--- src/hdl/eip_pkg.sv ---
package eip_pkg;

  // Special function register addresses
  localparam logic [7:0] EIP_MASK2_ADDR = 8'he7;
  localparam logic [7:0] EIP_PRIO2_ADDR = 8'hf7;
  localparam logic [7:0] EIP_CFG_ADDR = 8'he4;

  // Reset values
  localparam logic [7:0] EIP_CFG_RESET = 8'h01;
  localparam logic [3:0] EIP_NIBBLE_RESET = 4'h0;
  localparam logic [3:0] EIP_UNUSED_READ = 4'h0;
  localparam logic [7:0] EIP_READ_ZERO = 8'h00;

  // Source positions inside the mask and priority registers
  localparam int EIP_SRC_W = 4;
  localparam int EIP_SPI1_BIT = 3;
  localparam int EIP_RTCF_BIT = 2;
  localparam int EIP_MATCH_BIT = 1;
  localparam int EIP_WARN_BIT = 0;

  // Configuration register fields
  localparam int EIP_SEL_W = 3;
  localparam int EIP_A_SEL_LSB = 0;
  localparam int EIP_A_POL_BIT = 3;
  localparam int EIP_B_SEL_LSB = 4;
  localparam int EIP_B_POL_BIT = 7;

  // Timer control register bits owned by this block
  localparam int EIP_A_EDGE_BIT = 0;
  localparam int EIP_A_PEND_BIT = 1;
  localparam int EIP_B_EDGE_BIT = 2;
  localparam int EIP_B_PEND_BIT = 3;

  // Number of external inputs and port pins
  localparam int EIP_EXT_N = 2;
  localparam int EIP_PORT_W = 8;

  // Register access request from the core
  typedef struct packed {
    logic [7:0] addr;
    logic wr;
    logic rd;
    logic [7:0] wdata;
  } eip_sfr_req_s;

  // Per-input detection setup
  typedef struct packed {
    logic polarity;
    logic edge_mode;
  } eip_ext_cfg_s;

  // Pick one port pin by its select code
  function automatic logic eip_sel_pin(input logic [EIP_PORT_W-1:0] pins,
                                       input logic [EIP_SEL_W-1:0] sel);
    eip_sel_pin = pins[sel];
  endfunction

endpackage

--- src/hdl/eip_ext_detect.sv ---
module eip_ext_detect
  import eip_pkg::*;
(
  input wire logic clk_i,
  input wire logic srst_i,
  input wire logic ce_i,
  input wire logic pin_i,
  input eip_ext_cfg_s cfg_i,
  input wire logic ack_i,
  input wire logic sw_wr_i,
  input wire logic sw_pend_i,
  output logic pending_o
);

  logic pend_reg;
  logic pend_next;
  logic prev_reg;
  logic prev_next;
  logic active;
  logic edge_hit;

  // Polarity turns the pin into an active level
  assign active = cfg_i.polarity ? pin_i : ~pin_i;
  assign edge_hit = active & ~prev_reg;

  // Pending flag: follows level, or latches edges until cleared
  always_comb begin
    prev_next = active;
    pend_next = pend_reg;
    if (!cfg_i.edge_mode) begin
      pend_next = active;
    end else begin
      if (ack_i || (sw_wr_i && !sw_pend_i)) begin
        pend_next = 1'b0;
      end
      if (sw_wr_i && sw_pend_i) begin
        pend_next = 1'b1;
      end
      // A new edge beats a clear in the same cycle
      if (edge_hit) begin
        pend_next = 1'b1;
      end
    end
  end

  // Previous level resets high so reset release never fakes an edge
  always_ff @(posedge clk_i) begin
    if (srst_i) begin
      pend_reg <= 1'b0;
      prev_reg <= 1'b1;
    end else if (ce_i) begin
      pend_reg <= pend_next;
      prev_reg <= prev_next;
    end
  end

  assign pending_o = pend_reg;
endmodule // eip_ext_detect

--- src/hdl/eip_top.sv ---
// Operation
// - Bits 7:4 of mask and priority registers read zero, writes ignored.
// - Mask bit 3 gates all second serial channel requests.
// - Mask bit 2 gates the clock oscillator fail request.
// - Mask bit 1 gates all port match requests.
// - Mask bit 0 gates the supply early warning request.
// - Priority bit 3 sets second serial channel priority, 1 high.
// - Priority bit 2 sets oscillator fail priority, 1 high.
// - Priority bit 1 sets port match priority, 1 high.
// - Priority bit 0 sets supply warning priority, 1 high.
// - Per input polarity (1 high) and sensing (1 edge, 0 level) bits.
// - Inputs only observe their pin, never disturbing the pin's owner.
// - Pending flags sit at timer control bits 1 and 3.
// - Edge mode sets pending on active edge, vectoring clears it.
// - Level mode pending follows the input's active level.
// - Three bit select picks port 0 pin 0 to 7.
// - Config resets polarity low, A selects pin 1, B pin 0.
module eip_top
  import eip_pkg::*;
#(
  parameter logic [7:0] TMR_CTRL_ADDR = 8'hbe
) (
  input wire logic REF_CLK_I,
  input wire logic SRST_I,
  input wire logic CE_I,
  input eip_sfr_req_s SFR_I,
  output logic [7:0] SFR_RDATA_O,
  output logic SFR_RVALID_O,
  input wire logic [EIP_PORT_W-1:0] PORT0_I,
  input wire logic [EIP_SRC_W-1:0] SRC_REQ_I,
  output logic [EIP_SRC_W-1:0] IRQ_REQ_O,
  output logic [EIP_SRC_W-1:0] IRQ_PRIO_O,
  input wire logic [EIP_EXT_N-1:0] EXT_ACK_I,
  output logic [EIP_EXT_N-1:0] EXT_PEND_O
);

  logic [EIP_SRC_W-1:0] mask_reg;
  logic [EIP_SRC_W-1:0] mask_next;
  logic [EIP_SRC_W-1:0] prio_reg;
  logic [EIP_SRC_W-1:0] prio_next;
  logic [7:0] cfg_reg;
  logic [7:0] cfg_next;
  logic [EIP_EXT_N-1:0] edge_reg;
  logic [EIP_EXT_N-1:0] edge_next;
  logic [EIP_SRC_W-1:0] req_reg;
  logic [EIP_SRC_W-1:0] req_next;
  logic [7:0] rdata_reg;
  logic [7:0] rdata_next;
  logic rvalid_reg;
  logic rvalid_next;
  logic [EIP_PORT_W-1:0] sync1_reg;
  logic [EIP_PORT_W-1:0] sync2_reg;
  logic [EIP_EXT_N-1:0] pend;
  logic [EIP_EXT_N-1:0] sel_pin;
  logic [EIP_EXT_N-1:0] pol;
  logic [EIP_EXT_N-1:0] sw_pend;
  logic tmr_wr;

  // Register writes; unused upper bits are simply not stored
  always_comb begin
    mask_next = mask_reg;
    prio_next = prio_reg;
    cfg_next = cfg_reg;
    edge_next = edge_reg;
    if (SFR_I.wr) begin
      unique case (SFR_I.addr)
        EIP_MASK2_ADDR: mask_next = SFR_I.wdata[EIP_SRC_W-1:0];
        EIP_PRIO2_ADDR: prio_next = SFR_I.wdata[EIP_SRC_W-1:0];
        EIP_CFG_ADDR: cfg_next = SFR_I.wdata;
        TMR_CTRL_ADDR: begin
          edge_next[0] = SFR_I.wdata[EIP_A_EDGE_BIT];
          edge_next[1] = SFR_I.wdata[EIP_B_EDGE_BIT];
        end
        default: begin
        end
      endcase
    end
  end

  // Control registers; config carries its pin 1 default for input A
  always_ff @(posedge REF_CLK_I) begin
    if (SRST_I) begin
      mask_reg <= EIP_NIBBLE_RESET;
      prio_reg <= EIP_NIBBLE_RESET;
      cfg_reg <= EIP_CFG_RESET;
      edge_reg <= '0;
    end else if (CE_I) begin
      mask_reg <= mask_next;
      prio_reg <= prio_next;
      cfg_reg <= cfg_next;
      edge_reg <= edge_next;
    end
  end

  // Read mux; anything unmapped reads zero
  always_comb begin
    rvalid_next = SFR_I.rd;
    rdata_next = rdata_reg;
    if (SFR_I.rd) begin
      unique case (SFR_I.addr)
        EIP_MASK2_ADDR: rdata_next = {EIP_UNUSED_READ, mask_reg};
        EIP_PRIO2_ADDR: rdata_next = {EIP_UNUSED_READ, prio_reg};
        EIP_CFG_ADDR: rdata_next = cfg_reg;
        TMR_CTRL_ADDR: begin
          rdata_next = EIP_READ_ZERO;
          rdata_next[EIP_A_EDGE_BIT] = edge_reg[0];
          rdata_next[EIP_A_PEND_BIT] = pend[0];
          rdata_next[EIP_B_EDGE_BIT] = edge_reg[1];
          rdata_next[EIP_B_PEND_BIT] = pend[1];
        end
        default: rdata_next = EIP_READ_ZERO;
      endcase
    end
  end

  // Enable gating; registered so outputs come from flops
  always_comb begin
    req_next = SRC_REQ_I & mask_reg;
  end

  always_ff @(posedge REF_CLK_I) begin
    if (SRST_I) begin
      rdata_reg <= EIP_READ_ZERO;
      rvalid_reg <= 1'b0;
      req_reg <= '0;
    end else if (CE_I) begin
      rdata_reg <= rdata_next;
      rvalid_reg <= rvalid_next;
      req_reg <= req_next;
    end
  end

  // Two-stage pin synchroniser; pins are only ever read here
  always_ff @(posedge REF_CLK_I) begin
    if (SRST_I) begin
      sync1_reg <= '0;
      sync2_reg <= '0;
    end else if (CE_I) begin
      sync1_reg <= PORT0_I;
      sync2_reg <= sync1_reg;
    end
  end

  // Pin selection after the synchroniser, so switching select is glitch-safe
  assign sel_pin[0] = eip_sel_pin(sync2_reg,
    cfg_reg[EIP_A_SEL_LSB +: EIP_SEL_W]);
  assign sel_pin[1] = eip_sel_pin(sync2_reg,
    cfg_reg[EIP_B_SEL_LSB +: EIP_SEL_W]);
  assign pol[0] = cfg_reg[EIP_A_POL_BIT];
  assign pol[1] = cfg_reg[EIP_B_POL_BIT];
  assign sw_pend[0] = SFR_I.wdata[EIP_A_PEND_BIT];
  assign sw_pend[1] = SFR_I.wdata[EIP_B_PEND_BIT];
  assign tmr_wr = SFR_I.wr && (SFR_I.addr == TMR_CTRL_ADDR);

  // One detector per external input
  for (genvar g = 0; g < EIP_EXT_N; g++) begin : g_ext
    eip_ext_cfg_s det_cfg;
    assign det_cfg = '{polarity: pol[g], edge_mode: edge_reg[g]};
    eip_ext_detect u_det (
      .clk_i(REF_CLK_I),
      .srst_i(SRST_I),
      .ce_i(CE_I),
      .pin_i(sel_pin[g]),
      .cfg_i(det_cfg),
      .ack_i(EXT_ACK_I[g]),
      .sw_wr_i(tmr_wr),
      .sw_pend_i(sw_pend[g]),
      .pending_o(pend[g])
    );
  end

  assign SFR_RDATA_O = rdata_reg;
  assign SFR_RVALID_O = rvalid_reg;
  assign IRQ_REQ_O = req_reg;
  assign IRQ_PRIO_O = prio_reg;
  assign EXT_PEND_O = pend;
endmodule // eip_top

--- config.mk ---
export PLATFORM = sky130hd
export DESIGN_NAME = eip_top
export DESIGN_NICKNAME = d
export VERILOG_FILES = /design/src/hdl/eip_pkg.sv /design/src/hdl/eip_ext_detect.sv /design/src/hdl/eip_top.sv
export SDC_FILE = /design/constraint.sdc
export NUM_CORES = 1
export LEC_CHECK = 0
export BUFFER_PORTS_ARGS = -buffer_cell sky130_fd_sc_hd__buf_2
export CAP_MARGIN = 20
export CELL_PAD_IN_SITES_DETAIL_PLACEMENT = 0
export CELL_PAD_IN_SITES_GLOBAL_PLACEMENT = 1
export CORE_MARGIN = 2
export CORE_UTILIZATION = 43
export CTS_CLUSTER_DIAMETER = 50
export DETAILED_ROUTE_END_ITERATION = 8
export PLACE_DENSITY_LB_ADDON = 0.15
export SKIP_LAST_GASP = 1
export SLEW_MARGIN = 10
export SYNTH_ARGS = -nofsm -noshare
export SYNTH_HDL_FRONTEND = slang
export SYNTH_SLANG_ARGS = --single-unit
--- constraint.sdc ---
create_clock -name REF_CLK_I -period 5.4 [get_ports REF_CLK_I]
set_input_delay 1.08 -clock REF_CLK_I [delete_from_list [all_inputs] [get_ports REF_CLK_I]]
set_output_delay 1.08 -clock REF_CLK_I [all_outputs]
set_load 0.005 [all_outputs]
==> results.json, run 1 <==
{
  "synth_edf_count": 0,
  "drtPass1Iterations": 4,
  "drt_iter0_drc": 84,
  "ant_nets": 0,
  "reg2reg_depth": 4,
  "cts_made_buffers": 5,
  "placed_cell_area_mm2": 0.00261,
  "antennaDiodeCount": 0,
  "grt_max_degree": 58,
  "arrival_ns": 3.08,
  "final_core_util_pct": 52.7,
  "drt-total-wl_mm": 4.89,
  "fmax_ghz": 0.347,
  "tightestPinTransition_ns": 0.931,
  "io-pin-count": 54,
  "nNetsFinal": 324,
  "fin_tns_setup_ns": 0,
  "ys_top_cells_by_count": "dfxtp_1 (51), mux2i_1 (40), nor2_1 (29)",
  "met1_usage_pct": 24.1,
  "leakagePower_nw": 1.11,
  "critical-path-top-delay-family": "simple AND/OR/NAND/NOR gates",
  "area_growth_pct": 17.5,
  "crit_required_ns": 5.60,
  "start_util_pct": 44.9,
  "cts_sinks": 51,
  "rsz0062_at_grt": "no",
  "path_class": "in2reg",
  "p_seq_share_pct": 53.9,
  "skew_ns": 0.00271,
  "hold_depth": 2,
  "h-tree-depth": 2,
  "grt_usage_pct": 17.4,
  "cpPeakStageDelay_ns": 0.73,
  "slew_viol_final": 0,
  "synth_top_cell_by_area": "dfxtp_1",
  "rows": 26,
  "grt-ovfl-total": 0,
  "yosysSeqAreaShare_pct": 44.0,
  "status": "complete, no violations",
  "power.internal_mw": 0.561,
  "hold_class": "reg2reg",
  "crit_path_top_delay_cell": "nor4_4",
  "clock_latency_ns": 0.30,
  "grt_pass1_vias": 1703,
  "post_cts_resized": 0,
  "design_area_mm2": 0.00273,
  "met3_usage_pct": 3.95,
  "clockPowerShare_pct": 37.8,
  "cp-start-kind": "primary input",
  "clk_pin_slew_ns": 0.09,
  "synth.area.top_cells": "dfxtp_1 (44%), mux2i_1 (17%), nor2_1 (4.7%)",
  "finalSetupViolCount": 0,
  "hold_viol": 0,
  "postSynthCellCount": 242,
  "critical_path_buf_inv_count": 1,
  "tritoncts": "done",
  "dpl.hpwl_mm": 3.57,
  "p_comb_share_pct": 8.3,
  "portBuffers": 53,
  "dieArea_mm2": 0.00600,
  "cp-end-kind": "flop",
  "synth_fp_nets": 277,
  "clockBufferDepth": 2,
  "globalplace.congestion": 0.850,
  "ys_seq_elements": 51,
  "drive_gt1_share_pct": 24.5,
  "viasPerCell": 5.18,
  "antenna_found_initial": 0,
  "fin_crit_ns": 2.88,
  "final.period_utilization_pct": 53.4,
  "die_x_um": 77.5,
  "cts_hold_buf": 0,
  "max-slew-margin-rel_pct": 37.9,
  "synth_cell_types": 33,
  "drc": 0,
  "synth_most_common_cell": "dfxtp_1",
  "peakVddDrop_mv": 0.177,
  "path_depth": 5,
  "root_buffer": "clkbuf_8",
  "p_per_area_mw_per_mm2": 265,
  "ys_warn_count": 0,
  "postSynthAreaPerCell_um2": 9.59,
  "grt_use_met2_pct": 26.6,
  "async_reset_ff_share_pct": 0,
  "synth-main-ff-cell": "dfxtp_1",
  "worstPathMaxFanout": 34,
  "top_usage_layer": "met2",
  "yosysTopAreaCellShare_pct": 44.0,
  "crit_path_cell_trace": "buf_2, nand2_1, nor4_4, nor2b_1, a211o_1",
  "core-area_mm2": 0.00517,
  "dieHeight_um": 77.5,
  "syn_area_mm2": 0.00232,
  "power.switching_mw": 0.161,
  "cts_setup_buffers": 0,
  "avgRoutedWirePerCell_um": 13.6,
  "netSwitchingFraction_pct": 22.3,
  "vias": 1864,
  "grt_pass1_wl_mm": 8.36,
  "drv_cap": 0
}
tightest hold or removal path, delay by kind of cell (launching register included):
kind | cells | cell delay (ns)
compound gates | 1 | 0.05
simple gates | 1 | 0.05
flops | 1 | 0.32
layer usage:
metal	up-vias	routed length (um)
li1	958	-
met1	841	2280
met2	57	2170
met3	8	353
met4	0	82
met5	-	0
worst paths after layout:
check,from,endpoint,slack [ns]
max reg2reg,cfg_reg[5]$_SDFFE_PP0P_,g_ext[1].u_det.pending_o$_SDFFE_PP0P_,3.68
max,CE_I,cfg_reg[0]$_SDFFE_PP1P_,2.52
min reg2reg,SFR_RDATA_O[7]$_SDFFE_PP0P_,SFR_RDATA_O[7]$_SDFFE_PP0P_,0.45
min,SFR_RDATA_O[7]$_SDFFE_PP0P_,SFR_RDATA_O[7]$_SDFFE_PP0P_,0.45
layout make-up:
class                      count  area, um2
clock buffer                   6       82.6
sequential                    51       1020
tap                           70       87.6
multi-input combinational    174       1220
clock inverter                 2       35.0
timing repair buffer          53        265
fill                         497       2450
inverter                       4       15.0
cells in the final DEF, fill, tap and decap left out, drive strengths merged, types with 6 or more instances in the layout:
cell type,netlist,final
buf,5,53
dfxtp,51,51
mux2i,40,40
nor2,29,29
nand2,20,20
nand2b,14,14
a21oi,12,12
nand3,10,10
nor3,8,8
o21ai,7,7
clkbuf,8,6
cell families after synthesis:
kind of cell	after synthesis	share of synthesized area, %
AO/OA/AOI/OAI	35	9.76
multiplexers	45	21.9
buffers and inverters	17	3.45
flip-flops	51	44.0
AND/OR/NAND/NOR	94	20.9
power groups by stage:
stage,registers (mW),clock network [mW],logic [mW]
3_3_place_gp,0.398,0,0.0599
2_1_floorplan,0.396,0,0.0396
6_report,0.389,0.273,0.0597
4_1_cts,0.389,0.282,0.0603
5_1_grt,0.390,0.295,0.0671
3_5_place_dp,0.398,0,0.0601
per-stage QoR:
stage	setup WS (ns)	hold slack (ns)	power, mW	instances
final	2.52	0.451	0.721	360
after global routing	2.31	0.478	0.752	360
after CTS	2.49	0.455	0.732	360
after detailed placement	2.17	0.437	0.458	352
after global placement	2.20	0.432	0.458	352
after floorplan	2.93	0.448	0.436	242
Power figures use the tool's default switching activity.
==> inputs of run 2 (changes only) <==
--- a/config.mk
+++ b/config.mk
@@ -10,7 +10,7 @@
 export CELL_PAD_IN_SITES_DETAIL_PLACEMENT = 0
 export CELL_PAD_IN_SITES_GLOBAL_PLACEMENT = 1
 export CORE_MARGIN = 2
-export CORE_UTILIZATION = 43
+export CORE_UTILIZATION = 36
 export CTS_CLUSTER_DIAMETER = 50
 export DETAILED_ROUTE_END_ITERATION = 8
 export PLACE_DENSITY_LB_ADDON = 0.15
==> constraint.sdc (replaced) <==
create_clock -name REF_CLK_I -period 2.55 [get_ports REF_CLK_I]
set_input_delay 0.51 -clock REF_CLK_I [delete_from_list [all_inputs] [get_ports REF_CLK_I]]
set_output_delay 0.51 -clock REF_CLK_I [all_outputs]
set_load 0.005 [all_outputs]
==> results.json, run 2 (synthesis results as in run 1) <==
{
  "antennaDiodeCount": 0,
  "grt_pass1_wl_mm": 8.69,
  "avgRoutedWirePerCell_um": 14.1,
  "fin_crit_ns": 1.70,
  "arrival_ns": 1.86,
  "crit_required_ns": 2.71,
  "fmax_ghz": 0.589,
  "clk_pin_slew_ns": 0.09,
  "cp-start-kind": "flop",
  "crit_path_cell_trace": "mux4_1, mux2i_1, or4b_2, o211ai_1",
  "grt_pass1_vias": 1776,
  "clock_latency_ns": 0.30,
  "cts_made_buffers": 5,
  "finalWorstSetupSlack_ns": 0.853,
  "final.period_utilization_pct": 66.6,
  "clockBufferDepth": 2,
  "hold_class": "in2reg",
  "start_util_pct": 37.0,
  "core-area_mm2": 0.00628,
  "cts_sinks": 51,
  "finalNonFillerCells": 372,
  "leakagePower_nw": 1.14,
  "p_per_area_mw_per_mm2": 549,
  "cp-end-kind": "flop",
  "dpl.hpwl_mm": 3.98,
  "status": "complete, no violations",
  "cts_setup_buffers": 0,
  "rsz0062_at_grt": "no",
  "h-tree-depth": 2,
  "viasPerCell": 5.05,
  "post_cts_resized": 0,
  "met1_usage_pct": 20.5,
  "drc": 0,
  "worstPathMaxFanout": 4,
  "tightestPinTransition_ns": 0.579,
  "root_buffer": "clkbuf_8",
  "drt-total-wl_mm": 5.25,
  "max-slew-margin-rel_pct": 61.4,
  "grt_use_met2_pct": 23.7,
  "peakVddDrop_mv": 0.329,
  "antenna_found_initial": 0,
  "critical-path-top-delay-family": "multiplexers",
  "grt-ovfl-total": 0,
  "p_total_mw": 1.52,
  "drtPass1Iterations": 5,
  "finalSetupViolCount": 0,
  "path_class": "reg2reg",
  "portBuffers": 53,
  "tritoncts": "done",
  "grt_usage_pct": 15.2,
  "holdWs_ns": 0.441,
  "top_usage_layer": "met2",
  "slew_viol_final": 0,
  "final_common_cell": "buf_2",
  "preCtsSetupSlack_ns": 0.583,
  "area_growth_pct": 19.5,
  "dieArea_mm2": 0.00711,
  "io-pin-count": 54,
  "fin_tns_setup_ns": 0,
  "layout_common_cells": "buf_2 (53), dfxtp_1 (51), mux2i_1 (40)",
  "hold_viol": 0,
  "vias": 1877,
  "globalplace.congestion": 0.774,
  "die_x_um": 84.3,
  "skew_ns": 0.00409,
  "drv_cap": 0,
  "grt_max_degree": 38,
  "dieHeight_um": 84.3,
  "met3_usage_pct": 3.74,
  "drive_gt1_share_pct": 25.8,
  "drt_iter0_drc": 93,
  "critical_path_buf_inv_count": 0,
  "cpPeakStageDelay_ns": 0.57,
  "dp_cells": 364,
  "crit_path_top_delay_cell": "mux4_1",
  "ant_nets": 0,
  "rows": 29,
  "design_area_mm2": 0.00277,
  "num-fill-cells": 646,
  "cts_hold_buf": 0,
  "nNetsFinal": 329,
  "placed_cell_area_mm2": 0.00266,
  "final_core_util_pct": 44.2
}
-- run 2: worst min-delay path, cell delays in order --
cell,delay [ns]
buf_2,0.07
mux2i_1,0.05
nor2_1,0.07
-- run 2: metal layers --
metal / vias to the layer above / routed length, um / part of all wire (%)
met5: - / 0 / 0
met1: 864 / 2460 / 47
li1: 962 / - / -
met3: 6 / 260 / 5.0
met4: 0 / 72 / 1.4
met2: 45 / 2450 / 47
-- run 2: cell type report --
type	count	area, um2	area share (%)
Clock inverter	2	35.0	1.26
Multi-Input combinational cell	174	1220	44.0
Timing Repair Buffer	58	303	10.9
Clock buffer	6	82.6	2.98
Sequential cell	51	1020	36.8
Tap cell	77	96.3	3.47
Inverter	4	15.0	0.542
-- run 2: worst paths after layout --
path	start	cells past startpoint	slack, ns	to
worst min register to register	SFR_RDATA_O[4]$_SDFFE_PP0P_	2	0.45	SFR_RDATA_O[4]$_SDFFE_PP0P_
worst max-delay path	cfg_reg[5]$_SDFFE_PP0P_	4	0.85	g_ext[1].u_det.pending_o$_SDFFE_PP0P_
worst max register to register	cfg_reg[5]$_SDFFE_PP0P_	4	0.85	g_ext[1].u_det.pending_o$_SDFFE_PP0P_
worst min-delay path	PORT0_I[1]	3	0.44	sync1_reg[1]$_SDFFE_PP0P_
-- run 2: power by group --
| part | switching, mW | internal (mW) | total (mW) |
|---|---|---|---|
| sequential | 0.0110 | 0.813 | 0.824 |
| clock | 0.252 | 0.318 | 0.570 |
| combinational | 0.0703 | 0.0577 | 0.128 |
| total | 0.333 | 1.19 | 1.52 |
